===== src/inc/drw_pkg.sv =====
// package for the register write handler of the command-and-response link
// assumes one 100 MHz core clock and a frame decoder that delivers whole words
package drw_pkg;
    // ****************************************
    // frame fields
    // ****************************************
    localparam logic [3:0] CMD_WRITE = 4'h8;
    localparam logic [3:0] GLOBAL_ADDR = 4'h0;
    // byte address of the node address register (upper data byte of the global frame)
    localparam logic [7:0] NODE_ADDR_REG_ADDR = 8'h11;
    // crc-8 polynomial and seed; neutral values, not taken from any real part
    localparam logic [7:0] CRC_POLY = 8'h2f;
    localparam logic [7:0] CRC_SEED = 8'hff;
    // ****************************************
    // register map
    // ****************************************
    localparam int MAP_SIZE = 32;
    localparam logic [7:0] MAP_LAST = 8'h1f;
    // byte addresses at or below this one are read-only
    localparam logic [7:0] RO_LAST = 8'h0f;
    localparam logic [7:0] REG_RESET = 8'h00;
    localparam logic [3:0] NODE_ADDR_RESET = 4'h0;
    localparam int FRAME_BITS = 24;
    typedef enum logic [1:0] {ST_IDLE, ST_CRC, ST_EXEC, ST_RESP} drw_state_t;
endpackage : drw_pkg


===== src/hw/drw_crc8.sv =====
// serial crc-8 over a 24-bit word, one bit per cycle, msb first
// assumes start is a one-cycle pulse while not busy
module drw_crc8 (
    input wire logic clk_i,
    input wire logic rst_n_i,
    input wire logic start_i,
    input wire logic [23:0] word_i,
    output logic done_o,
    output logic [7:0] crc_o
);
    logic [23:0] sh_reg, sh_next;
    logic [7:0] crc_reg, crc_next;
    logic [4:0] cnt_reg, cnt_next;
    logic busy_reg, busy_next;
    logic done_reg, done_next;

    always_comb begin
        sh_next = sh_reg;
        crc_next = crc_reg;
        cnt_next = cnt_reg;
        busy_next = busy_reg;
        done_next = 1'b0;
        if (start_i) begin
            sh_next = word_i;
            crc_next = drw_pkg::CRC_SEED;
            cnt_next = 5'h00;
            busy_next = 1'b1;
        end else if (busy_reg) begin
            crc_next = {crc_reg[6:0], 1'b0}
                ^ ((crc_reg[7] ^ sh_reg[23]) ? drw_pkg::CRC_POLY : 8'h00);
            sh_next = {sh_reg[22:0], 1'b0};
            cnt_next = cnt_reg + 5'h01;
            if (cnt_reg == 5'(drw_pkg::FRAME_BITS - 1)) begin
                busy_next = 1'b0;
                done_next = 1'b1;
            end
        end
    end

    always_ff @(posedge clk_i or negedge rst_n_i) begin
        if (!rst_n_i) begin
            sh_reg <= 24'h000000;
            crc_reg <= 8'h00;
            cnt_reg <= 5'h00;
            busy_reg <= 1'b0;
            done_reg <= 1'b0;
        end else begin
            sh_reg <= sh_next;
            crc_reg <= crc_next;
            cnt_reg <= cnt_next;
            busy_reg <= busy_next;
            done_reg <= done_next;
        end
    end

    assign done_o = done_reg;
    assign crc_o = crc_reg;
endmodule : drw_crc8


===== src/hw/drw_write_handler.sv =====
// register write command handler: decode, check, execute, build response
// assumes a frame decoder hands one whole request per valid pulse and a
// transmitter takes the response on a valid pulse
// requests are taken one at a time; a request offered while busy waits
// for ready, since the crc engine is shared between check and response
// Contract
// - request is address nibble, command 1000, byte address, data byte, crc
// - upper data byte holds the target register byte address
// - lower data byte is the value to store
// - wrong node address: no write, no response, except global assignment
// - response carries stored node address and command 1000
// - response data: even register low byte, next register high, after write
// - off-map write changes nothing, response data all zeros
// - read-only write changes nothing, response returns present pair
// - global write accepted only when aimed at the node address register
// - global write accepted only if stored node address is 0000
// - other writes to global address 0000 are ignored
module drw_write_handler (
    // clock and reset
    input wire logic CORE_CLK_I,
    input wire logic RST_N_I,
    // request from frame decoder
    input wire logic REQ_VALID_I,
    input wire logic [31:0] REQ_FRAME_I,
    output logic REQ_READY_O,
    // response to transmitter
    output logic RESP_VALID_O,
    output logic [31:0] RESP_FRAME_O,
    // state seen by the rest of the device
    output logic [3:0] NODE_ADDR_O,
    output logic WRITE_STROBE_O
);
    // ****************************************
    // reset release
    // ****************************************
    logic rst_s1_reg, rst_n;
    always_ff @(posedge CORE_CLK_I or negedge RST_N_I) begin
        if (!RST_N_I) begin
            rst_s1_reg <= 1'b0;
            rst_n <= 1'b0;
        end else begin
            rst_s1_reg <= 1'b1;
            rst_n <= rst_s1_reg;
        end
    end

    // ****************************************
    // frame fields
    // ****************************************
    logic [3:0] frame_phys_addr;
    logic [3:0] frame_cmd;
    logic [7:0] target_byte_addr;
    logic [7:0] frame_wdata;
    logic [7:0] frame_crc;
    logic [31:0] req_reg, req_next;
    assign frame_phys_addr = req_reg[31:28];
    assign frame_cmd = req_reg[27:24];
    assign target_byte_addr = req_reg[23:16];
    assign frame_wdata = req_reg[15:8];
    assign frame_crc = req_reg[7:0];

    // ****************************************
    // register map storage
    // ****************************************
    logic [7:0] regs_reg [drw_pkg::MAP_SIZE];
    logic [3:0] node_address_register;
    logic [3:0] node_next;
    logic wr_en;
    logic [7:0] wr_addr;
    // flat copy of the map so checks can compare the whole map across a cycle
    logic [8*drw_pkg::MAP_SIZE-1:0] regs_flat;

    // the node address lives in its own register, so its map slot is never written
    for (genvar g = 0; g < drw_pkg::MAP_SIZE; g++) begin : g_regs
        always_ff @(posedge CORE_CLK_I or negedge rst_n) begin
            if (!rst_n) begin
                regs_reg[g] <= drw_pkg::REG_RESET;
            end else if (wr_en && wr_addr == 8'(g)
                         && wr_addr != drw_pkg::NODE_ADDR_REG_ADDR) begin
                regs_reg[g] <= frame_wdata;
            end
        end
        assign regs_flat[8*g +: 8] = regs_reg[g];
    end

    // ****************************************
    // control
    // ****************************************
    drw_pkg::drw_state_t st_reg, st_next;
    logic crc_start, crc_done;
    logic [7:0] crc_val;
    logic [31:0] resp_reg, resp_next;
    logic [15:0] pair_data;
    logic [7:0] ev_addr;
    logic in_map, writable, is_global, accept;
    logic crc_ok;
    // crc engine runs once per request and once per response; this flag blocks a second start
    logic busy_flag, busy_next;

    drw_crc8 u_crc (
        .clk_i(CORE_CLK_I),
        .rst_n_i(rst_n),
        .start_i(crc_start),
        .word_i(st_reg == drw_pkg::ST_IDLE ? REQ_FRAME_I[31:8] : resp_reg[31:8]),
        .done_o(crc_done),
        .crc_o(crc_val)
    );

    function automatic logic [7:0] map_read(input logic [7:0] a, input logic [3:0] na,
                                            input logic [7:0] r [drw_pkg::MAP_SIZE]);
        logic [7:0] v;
        v = 8'h00;
        if (a == drw_pkg::NODE_ADDR_REG_ADDR) begin
            v = {4'h0, na};
        end else if (a <= drw_pkg::MAP_LAST) begin
            v = r[a[4:0]];
        end
        return v;
    endfunction : map_read

    assign in_map = target_byte_addr <= drw_pkg::MAP_LAST;
    assign writable = in_map && (target_byte_addr > drw_pkg::RO_LAST);
    assign is_global = frame_phys_addr == drw_pkg::GLOBAL_ADDR;
    assign crc_ok = crc_val == frame_crc;
    // global frames only for node assignment by an unassigned node
    assign accept = frame_cmd == drw_pkg::CMD_WRITE
        && (is_global ? (target_byte_addr == drw_pkg::NODE_ADDR_REG_ADDR
                         && node_address_register == drw_pkg::GLOBAL_ADDR)
                      : frame_phys_addr == node_address_register);
    assign ev_addr = {target_byte_addr[7:1], 1'b0};
    // pair read after the write has landed: exec registers, resp samples next cycle
    assign pair_data = in_map
        ? {map_read(ev_addr + 8'h01, node_address_register, regs_reg),
           map_read(ev_addr, node_address_register, regs_reg)}
        : 16'h0000;

    always_comb begin
        st_next = st_reg;
        req_next = req_reg;
        resp_next = resp_reg;
        node_next = node_address_register;
        crc_start = 1'b0;
        wr_en = 1'b0;
        wr_addr = target_byte_addr;
        unique case (st_reg)
            drw_pkg::ST_IDLE: begin
                if (REQ_VALID_I) begin
                    req_next = REQ_FRAME_I;
                    crc_start = 1'b1;
                    st_next = drw_pkg::ST_CRC;
                end
            end
            drw_pkg::ST_CRC: begin
                // the write and the node update land on the edge that enters exec
                if (crc_done) begin
                    if (crc_ok && accept) begin
                        st_next = drw_pkg::ST_EXEC;
                        wr_en = writable;
                        if (target_byte_addr == drw_pkg::NODE_ADDR_REG_ADDR) begin
                            node_next = frame_wdata[3:0];
                        end
                    end else begin
                        st_next = drw_pkg::ST_IDLE;
                    end
                end
            end
            drw_pkg::ST_EXEC: begin
                // node address after the write, so an assigned node answers with it
                resp_next = {node_address_register, drw_pkg::CMD_WRITE, pair_data, 8'h00};
                st_next = drw_pkg::ST_RESP;
            end
            drw_pkg::ST_RESP: begin
                // the crc byte stays zero only until the response crc lands
                if (resp_reg[7:0] == 8'h00 && !crc_done && !busy_flag) begin
                    crc_start = 1'b1;
                end
                if (crc_done) begin
                    resp_next = {resp_reg[31:8], crc_val};
                    st_next = drw_pkg::ST_IDLE;
                end
            end
        endcase
    end

    // a start in the same cycle as a finish wins, so the flag stays set
    assign busy_next = crc_start ? 1'b1 : (crc_done ? 1'b0 : busy_flag);

    logic resp_v_reg, resp_v_next;
    assign resp_v_next = st_reg == drw_pkg::ST_RESP && crc_done;

    always_ff @(posedge CORE_CLK_I or negedge rst_n) begin
        if (!rst_n) begin
            st_reg <= drw_pkg::ST_IDLE;
            req_reg <= 32'h00000000;
            resp_reg <= 32'h00000000;
            node_address_register <= drw_pkg::NODE_ADDR_RESET;
            busy_flag <= 1'b0;
            resp_v_reg <= 1'b0;
        end else begin
            st_reg <= st_next;
            req_reg <= req_next;
            resp_reg <= resp_next;
            node_address_register <= node_next;
            busy_flag <= busy_next;
            resp_v_reg <= resp_v_next;
        end
    end

    assign REQ_READY_O = st_reg == drw_pkg::ST_IDLE;
    assign RESP_VALID_O = resp_v_reg;
    assign RESP_FRAME_O = resp_reg;
    assign NODE_ADDR_O = node_address_register;
    assign WRITE_STROBE_O = st_reg == drw_pkg::ST_EXEC;

    // ****************************************
    // checks: filtering
    // ****************************************
    AST_NO_WRITE_ON_MISMATCH: assert property (
        @(posedge CORE_CLK_I) disable iff (!rst_n)
        (st_reg == drw_pkg::ST_CRC && crc_done && !accept) |=> st_reg == drw_pkg::ST_IDLE)
        else $error("mismatched request went on");
    AST_BAD_CRC_DROPPED: assert property (
        @(posedge CORE_CLK_I) disable iff (!rst_n)
        (st_reg == drw_pkg::ST_CRC && crc_done && !crc_ok)
        |=> !WRITE_STROBE_O ##1 !WRITE_STROBE_O)
        else $error("bad crc request executed");
    AST_CMD_FILTER: assert property (
        @(posedge CORE_CLK_I) disable iff (!rst_n)
        (st_reg == drw_pkg::ST_CRC && crc_done && frame_cmd != drw_pkg::CMD_WRITE)
        |=> !WRITE_STROBE_O)
        else $error("other command executed as a write");
    AST_GLOBAL_OTHER_IGNORED: assert property (
        @(posedge CORE_CLK_I) disable iff (!rst_n)
        (st_reg == drw_pkg::ST_CRC && crc_done && is_global
         && target_byte_addr != drw_pkg::NODE_ADDR_REG_ADDR)
        |=> !WRITE_STROBE_O)
        else $error("global write to other register acted on");
    AST_GLOBAL_ONLY_UNASSIGNED: assert property (
        @(posedge CORE_CLK_I) disable iff (!rst_n)
        (WRITE_STROBE_O && is_global) |-> $past(node_address_register) == drw_pkg::GLOBAL_ADDR)
        else $error("global write on assigned node");
    AST_GLOBAL_TARGET: assert property (
        @(posedge CORE_CLK_I) disable iff (!rst_n)
        (WRITE_STROBE_O && is_global) |-> target_byte_addr == drw_pkg::NODE_ADDR_REG_ADDR)
        else $error("global write to other register");

    // ****************************************
    // checks: execution
    // ****************************************
    AST_STORE_VALUE: assert property (
        @(posedge CORE_CLK_I) disable iff (!rst_n)
        (st_reg == drw_pkg::ST_CRC && crc_done && crc_ok && accept && writable
         && target_byte_addr != drw_pkg::NODE_ADDR_REG_ADDR)
        |=> regs_reg[target_byte_addr[4:0]] == frame_wdata)
        else $error("written value not stored");
    AST_NODE_FOLLOWS: assert property (
        @(posedge CORE_CLK_I) disable iff (!rst_n)
        (WRITE_STROBE_O && target_byte_addr == drw_pkg::NODE_ADDR_REG_ADDR)
        |-> NODE_ADDR_O == frame_wdata[3:0])
        else $error("node address not taken");
    AST_OFFMAP_UNCHANGED: assert property (
        @(posedge CORE_CLK_I) disable iff (!rst_n)
        (WRITE_STROBE_O && !in_map)
        |-> $stable(regs_flat) && $stable(node_address_register))
        else $error("off-map write changed the map");
    AST_RO_UNCHANGED: assert property (
        @(posedge CORE_CLK_I) disable iff (!rst_n)
        (WRITE_STROBE_O && in_map && !writable)
        |-> $stable(regs_flat) && $stable(node_address_register))
        else $error("read-only write changed the map");

    // ****************************************
    // checks: response
    // ****************************************
    AST_RESP_HEADER: assert property (
        @(posedge CORE_CLK_I) disable iff (!rst_n)
        RESP_VALID_O |-> RESP_FRAME_O[31:24] == {NODE_ADDR_O, drw_pkg::CMD_WRITE})
        else $error("response header wrong");
    AST_FRAME_HOLDS: assert property (
        @(posedge CORE_CLK_I) disable iff (!rst_n)
        (st_reg == drw_pkg::ST_IDLE && !RESP_VALID_O) |-> $stable(RESP_FRAME_O))
        else $error("response frame moved while idle");
    AST_RESP_ONLY_EXECUTED: assert property (
        @(posedge CORE_CLK_I) disable iff (!rst_n)
        RESP_VALID_O |-> $past(st_reg) == drw_pkg::ST_RESP)
        else $error("response without an executed request");
    AST_OFFMAP_ZERO: assert property (
        @(posedge CORE_CLK_I) disable iff (!rst_n)
        (WRITE_STROBE_O && !in_map) |=> RESP_FRAME_O[23:8] == 16'h0000)
        else $error("off-map response not zero");
    AST_PAIR_AFTER_WRITE: assert property (
        @(posedge CORE_CLK_I) disable iff (!rst_n)
        (WRITE_STROBE_O && writable && !target_byte_addr[0]
         && target_byte_addr != drw_pkg::NODE_ADDR_REG_ADDR)
        |=> RESP_FRAME_O[15:8] == frame_wdata)
        else $error("response misses written value");
    AST_PAIR_ODD: assert property (
        @(posedge CORE_CLK_I) disable iff (!rst_n)
        (WRITE_STROBE_O && writable && target_byte_addr[0]
         && target_byte_addr != drw_pkg::NODE_ADDR_REG_ADDR)
        |=> RESP_FRAME_O[23:16] == frame_wdata)
        else $error("response high byte misses written value");
    AST_CRC_SINGLE_START: assert property (
        @(posedge CORE_CLK_I) disable iff (!rst_n)
        crc_start |-> !busy_flag)
        else $error("crc engine restarted while busy");
    AST_RESP_WITHIN: assert property (
        @(posedge CORE_CLK_I) disable iff (!rst_n)
        WRITE_STROBE_O |-> ##[2:30] RESP_VALID_O)
        else $error("response late");

    // ****************************************
    // coverage
    // ****************************************
    COV_WRITE: cover property (@(posedge CORE_CLK_I) WRITE_STROBE_O && writable);
    COV_GLOBAL: cover property (@(posedge CORE_CLK_I) WRITE_STROBE_O && is_global);
    COV_OFFMAP: cover property (@(posedge CORE_CLK_I) WRITE_STROBE_O && !in_map);
    COV_READ_ONLY: cover property (@(posedge CORE_CLK_I) WRITE_STROBE_O && in_map && !writable);
    COV_DROPPED: cover property (@(posedge CORE_CLK_I)
        st_reg == drw_pkg::ST_CRC && crc_done && !(crc_ok && accept));
endmodule : drw_write_handler


===== config.mk =====
export PLATFORM = sky130hd
export DESIGN_NAME = drw_write_handler
export DESIGN_NICKNAME = d
export VERILOG_FILES = /design/src/inc/drw_pkg.sv /design/src/hw/drw_crc8.sv /design/src/hw/drw_write_handler.sv
export SDC_FILE = /design/constraint.sdc
export NUM_CORES = 1
export LEC_CHECK = 0
export ABC_AREA = 0
export BUFFER_PORTS_ARGS = -buffer_cell sky130_fd_sc_hd__buf_2
export CAP_MARGIN = 0
export CORE_MARGIN = 2
export CORE_UTILIZATION = 45
export CTS_BUF_LIST = sky130_fd_sc_hd__clkbuf_8
export DETAILED_ROUTE_END_ITERATION = 8
export PLACE_DENSITY_LB_ADDON = 0.05
export SETUP_SLACK_MARGIN = 0.5
export SLEW_MARGIN = 0
export SYNTH_ARGS = -nofsm -noshare
export SYNTH_HDL_FRONTEND = slang
export SYNTH_SLANG_ARGS = --single-unit

===== constraint.sdc =====
create_clock -name CORE_CLK_I -period 9.9 [get_ports CORE_CLK_I]
set_input_delay 0 -clock CORE_CLK_I [delete_from_list [all_inputs] [get_ports CORE_CLK_I]]
set_output_delay 0 -clock CORE_CLK_I [all_outputs]
set_load 0.1 [all_outputs]

==> results by group <==
Cells and area
  • Antenna diodes: 0
  • Area of the multi-input gates: 0.00612 mm2
  • Most used cells in the layout excluding fill and tap cells: 354 x sky130_fd_sc_hd__dfrtp_1, 79 x sky130_fd_sc_hd__clkbuf_8, 77 x sky130_fd_sc_hd__mux2_2, 72 x sky130_fd_sc_hd__mux2_4, 70 x sky130_fd_sc_hd__buf_2
  • Number of nets in the final layout: 1165
  • Cell Count, Final, Fillers Out: 1626
  • Fraction of layout cells with a size suffix above 1: 35.0%
  • Area taken by flip-flops and latches: 0.00899 mm2
  • Area growth syn-to-layout: 12.2%
  • Filler cell count: 2926
  • Max FFs per register: 249
  • Most frequent standard cell in the layout excluding fill and tap cells: sky130_fd_sc_hd__dfrtp_1

Synthesis
  • Distinct cell type count of the synthesized netlist: 51
  • Multiplexer share of the synthesized area: 25.2%
  • Xor/xnor share of the synthesized area: 1.15%
  • Fraction of the mapped netlist area in compound gates: 7.79%
  • Mean area per synthesized cell: 14.1 um2
  • Post-synthesis sequential element count: 359
  • Most used flip-flop cell after synthesis: sky130_fd_sc_hd__dfrtp_1
  • Dominant combinational cell family by area after synthesis: multiplexers
  • Netlist Area Pre-Place: 0.0160 mm2
  • Sequential-to-total area share from yosys stat: 56.3%
  • Yosys warns: 0
  • Share of synthesized cell area in and, or, nand and nor gates: 3.75%
  • Number of enable-type register cells in the synthesized netlist: 0
  • Fraction of synthesis flops using an asynchronous set or reset pin: 100%
  • Area share of fa/ha/maj cells after synthesis: 0.392%
  • Synthesized instance count: 1135

Pwr
  • Switching part of the total power: 33.6%
  • Total power: 4.24 mW
  • Power density over cell area: 237 mW/mm2
  • Maximum vdd drop: 141 uV
  • Share of total power in combinational logic: 21.3%
  • Leakage power figure: 8.56 nW
  • Register share of total power: 45.9%
  • Reported net switching power: 1.42 mW
  • Internal power: 2.82 mW
  • Part of the power in the clock network: 32.8%

Critical path
  • Slack of the worst reg-to-reg path: 6.43 ns
  • Worst setup SP type: flip-flop
  • Maximum cell stage delay along the critical path: 1.11 ns
  • Cell with the biggest individual delay on the critical path: sky130_fd_sc_hd__a2111oi_4
  • Kind of end point of the critical path: flip-flop
  • Critical path peak fanout: 35
  • Required time at the worst-slack endpoint: 10.41 ns
  • Crit Path Category: reg2reg
  • Ordered cell list for the critical path: nor2_2, and3_1, nand4_4, a2111oi_4, mux2_4
  • Crit path arrival time: 3.98 ns

Floorplan
  • Die Area: 0.0370 mm2
  • Chip height: 192 um
  • Core Rows: 68
  • Core ar.: 0.0347 mm2
  • Die Width: 192 um
  • I/O pin count: 74
  • Starting Density: 46.0%

Clock tree
  • CTS-repair resized insts: 0
  • CTS clk-pin slew, worst paths: 0.06 ns
  • Buffer levels on the longest clock path: 3
  • Clock root cell: sky130_fd_sc_hd__clkbuf_8
  • H-tree lvl count: 2
  • Clk_lat worst skew: 0.64 ns
  • Clock sink count: 359
  • CTS tree: yes
  • Number of buffers inserted during clock tree synthesis: 61

Global route
  • Wire length of the first global-routing pass: 56000 um
  • Via count of the first global-routing pass: 9142
  • Pin count of the biggest net entering global routing: 175
  • Global-route congestion overflow total: 0
  • Initial antenna violation count: 0
  • GRT Overall Usage: 20.1%

STA
  • Highest Clock Rate: 288 MHz
  • Transition time of the tightest slew-check pin: 1.07 ns
  • Max-slew violation total from the final report: 0
  • RSZ-0062 raised after global routing: false
  • Period utilization: 35.0%
  • Final hold vios: 0
  • PnR worst setup slack: 6.43 ns
  • Final clock skew: 0.0236 ns
  • Tmin final: 3.47 ns
  • Setup_tns: 0 ns
  • Min Hold Slack: 0.133 ns
  • Max transition margin: 28.8%
  • Setup violators final: 0

Detailed routing
  • Via density per instance: 5.32
  • Routed wire length: 35600 um
  • Routed via count: 8652
  • Remaining design rule violation count: 0
  • DR WL/cell: 21.9 um
  • Count of TritonRoute iterations in the first routing pass: 5
  • Starting DRT DRC Count: 383
  • Antenna viol nets, final: 0

Place
  • Port bufs: 70
  • Setup WS pre-CTS: 6.42 ns
  • Final estimated routing congestion in global placement: 0.729
  • HPWL Detailed: 22000 um
  • Instance count after placement with tap cells included: 1481

Run
  • MaxCap Viol Count: 0

Hold path
  • Kind of path behind the tightest hold check: in2reg

Status
  • Result of the run: finished clean
routing by layer:
layer | up-vias | track usage, % | part of all wire, %
met2 | 181 | 28.3 | 42
met5 | - | 0 | 0
li1 | 3975 | - | -
met3 | 59 | 3.60 | 4.5
met4 | 0 | 6.58 | 2.2
met1 | 4437 | 31.3 | 51
metrics by stage:
stage                     instance area (um2)  utilization [%]
final                                   17900             51.6
after detailed placement                16300             46.8
after CTS                               17900             51.6
after global routing                    17900             51.6
after global placement                  16300             46.8
after floorplan                         16000                -
critical path, delay by kind of cell (launching register included):
family           cells  cell delay, ns
multiplexers         1            0.36
flip-flops           1            0.73
AO/OA/AOI/OAI        1            1.11
AND/OR/NAND/NOR      3            1.11
worst paths after layout:
check | start | to | cells after the start
min in group asynchronous | RST_N_I | rst_n | 3
min | REQ_FRAME_I[0] | req_reg[0] | 3
max reg2reg | req_reg[18] | regs_flat[200] | 5
max | req_reg[18] | regs_flat[200] | 5
min reg2reg | rst_s1_reg | rst_n | 0
max in group asynchronous | rst_n | req_reg[18] | 2
final cells by class:
cell class	count	area share, %
multi-input cells	559	34.2
inverters	23	0.482
well taps	455	3.18
clock inverters	30	1.15
flip-flops and latches	359	50.2
repair buffers	121	4.67
clock buffers	79	6.07
cell usage after synthesis, types with 14 or more instances:
library cell	number	area [um2]
sky130_fd_sc_hd__a2111oi_4	15	413
sky130_fd_sc_hd__a21oi_1	28	140
sky130_fd_sc_hd__clkbuf_1	174	653
sky130_fd_sc_hd__dfrtp_1	359	8980
sky130_fd_sc_hd__inv_1	23	86.3
sky130_fd_sc_hd__mux2_1	19	214
sky130_fd_sc_hd__mux2_2	77	867
sky130_fd_sc_hd__mux2_4	72	1080
sky130_fd_sc_hd__mux2i_1	57	571
sky130_fd_sc_hd__mux4_2	57	1280
sky130_fd_sc_hd__nand2_1	40	150
sky130_fd_sc_hd__nand3_1	17	85.1
sky130_fd_sc_hd__o211a_1	16	160
sky130_fd_sc_hd__xor2_1	14	123
repair_timing:
action,4_1_cts,5_1_grt
setup buffers,0,0
hold buffers,36,0
hold endpoints to repair,60,0
power by group through the flow:
stage | Clock, mW | Combinational (mW) | Sequential (mW)
detailed placement | 0 | 0.901 | 1.98
global route | 1.51 | 0.994 | 1.98
global placement | 0 | 0.890 | 1.98
floorplan | 0 | 0.825 | 1.76
finish | 1.39 | 0.903 | 1.95
CTS | 1.44 | 0.918 | 1.95
logic make-up (layout without fill, tap and decap cells):
| group | after synthesis | after routing |
|---|---|---|
| buffers and inverters | 219 | 253 |
| XOR/XNOR | 21 | 21 |
| multiplexers | 282 | 282 |
| other | 2 | 4 |
| AO/OA/AOI/OAI | 131 | 131 |
| AND/OR/NAND/NOR | 116 | 116 |
| flip-flops | 359 | 359 |
| adder cells (fa/ha/maj) | 5 | 5 |
Note: power is estimated with default switching activity, not from simulation.
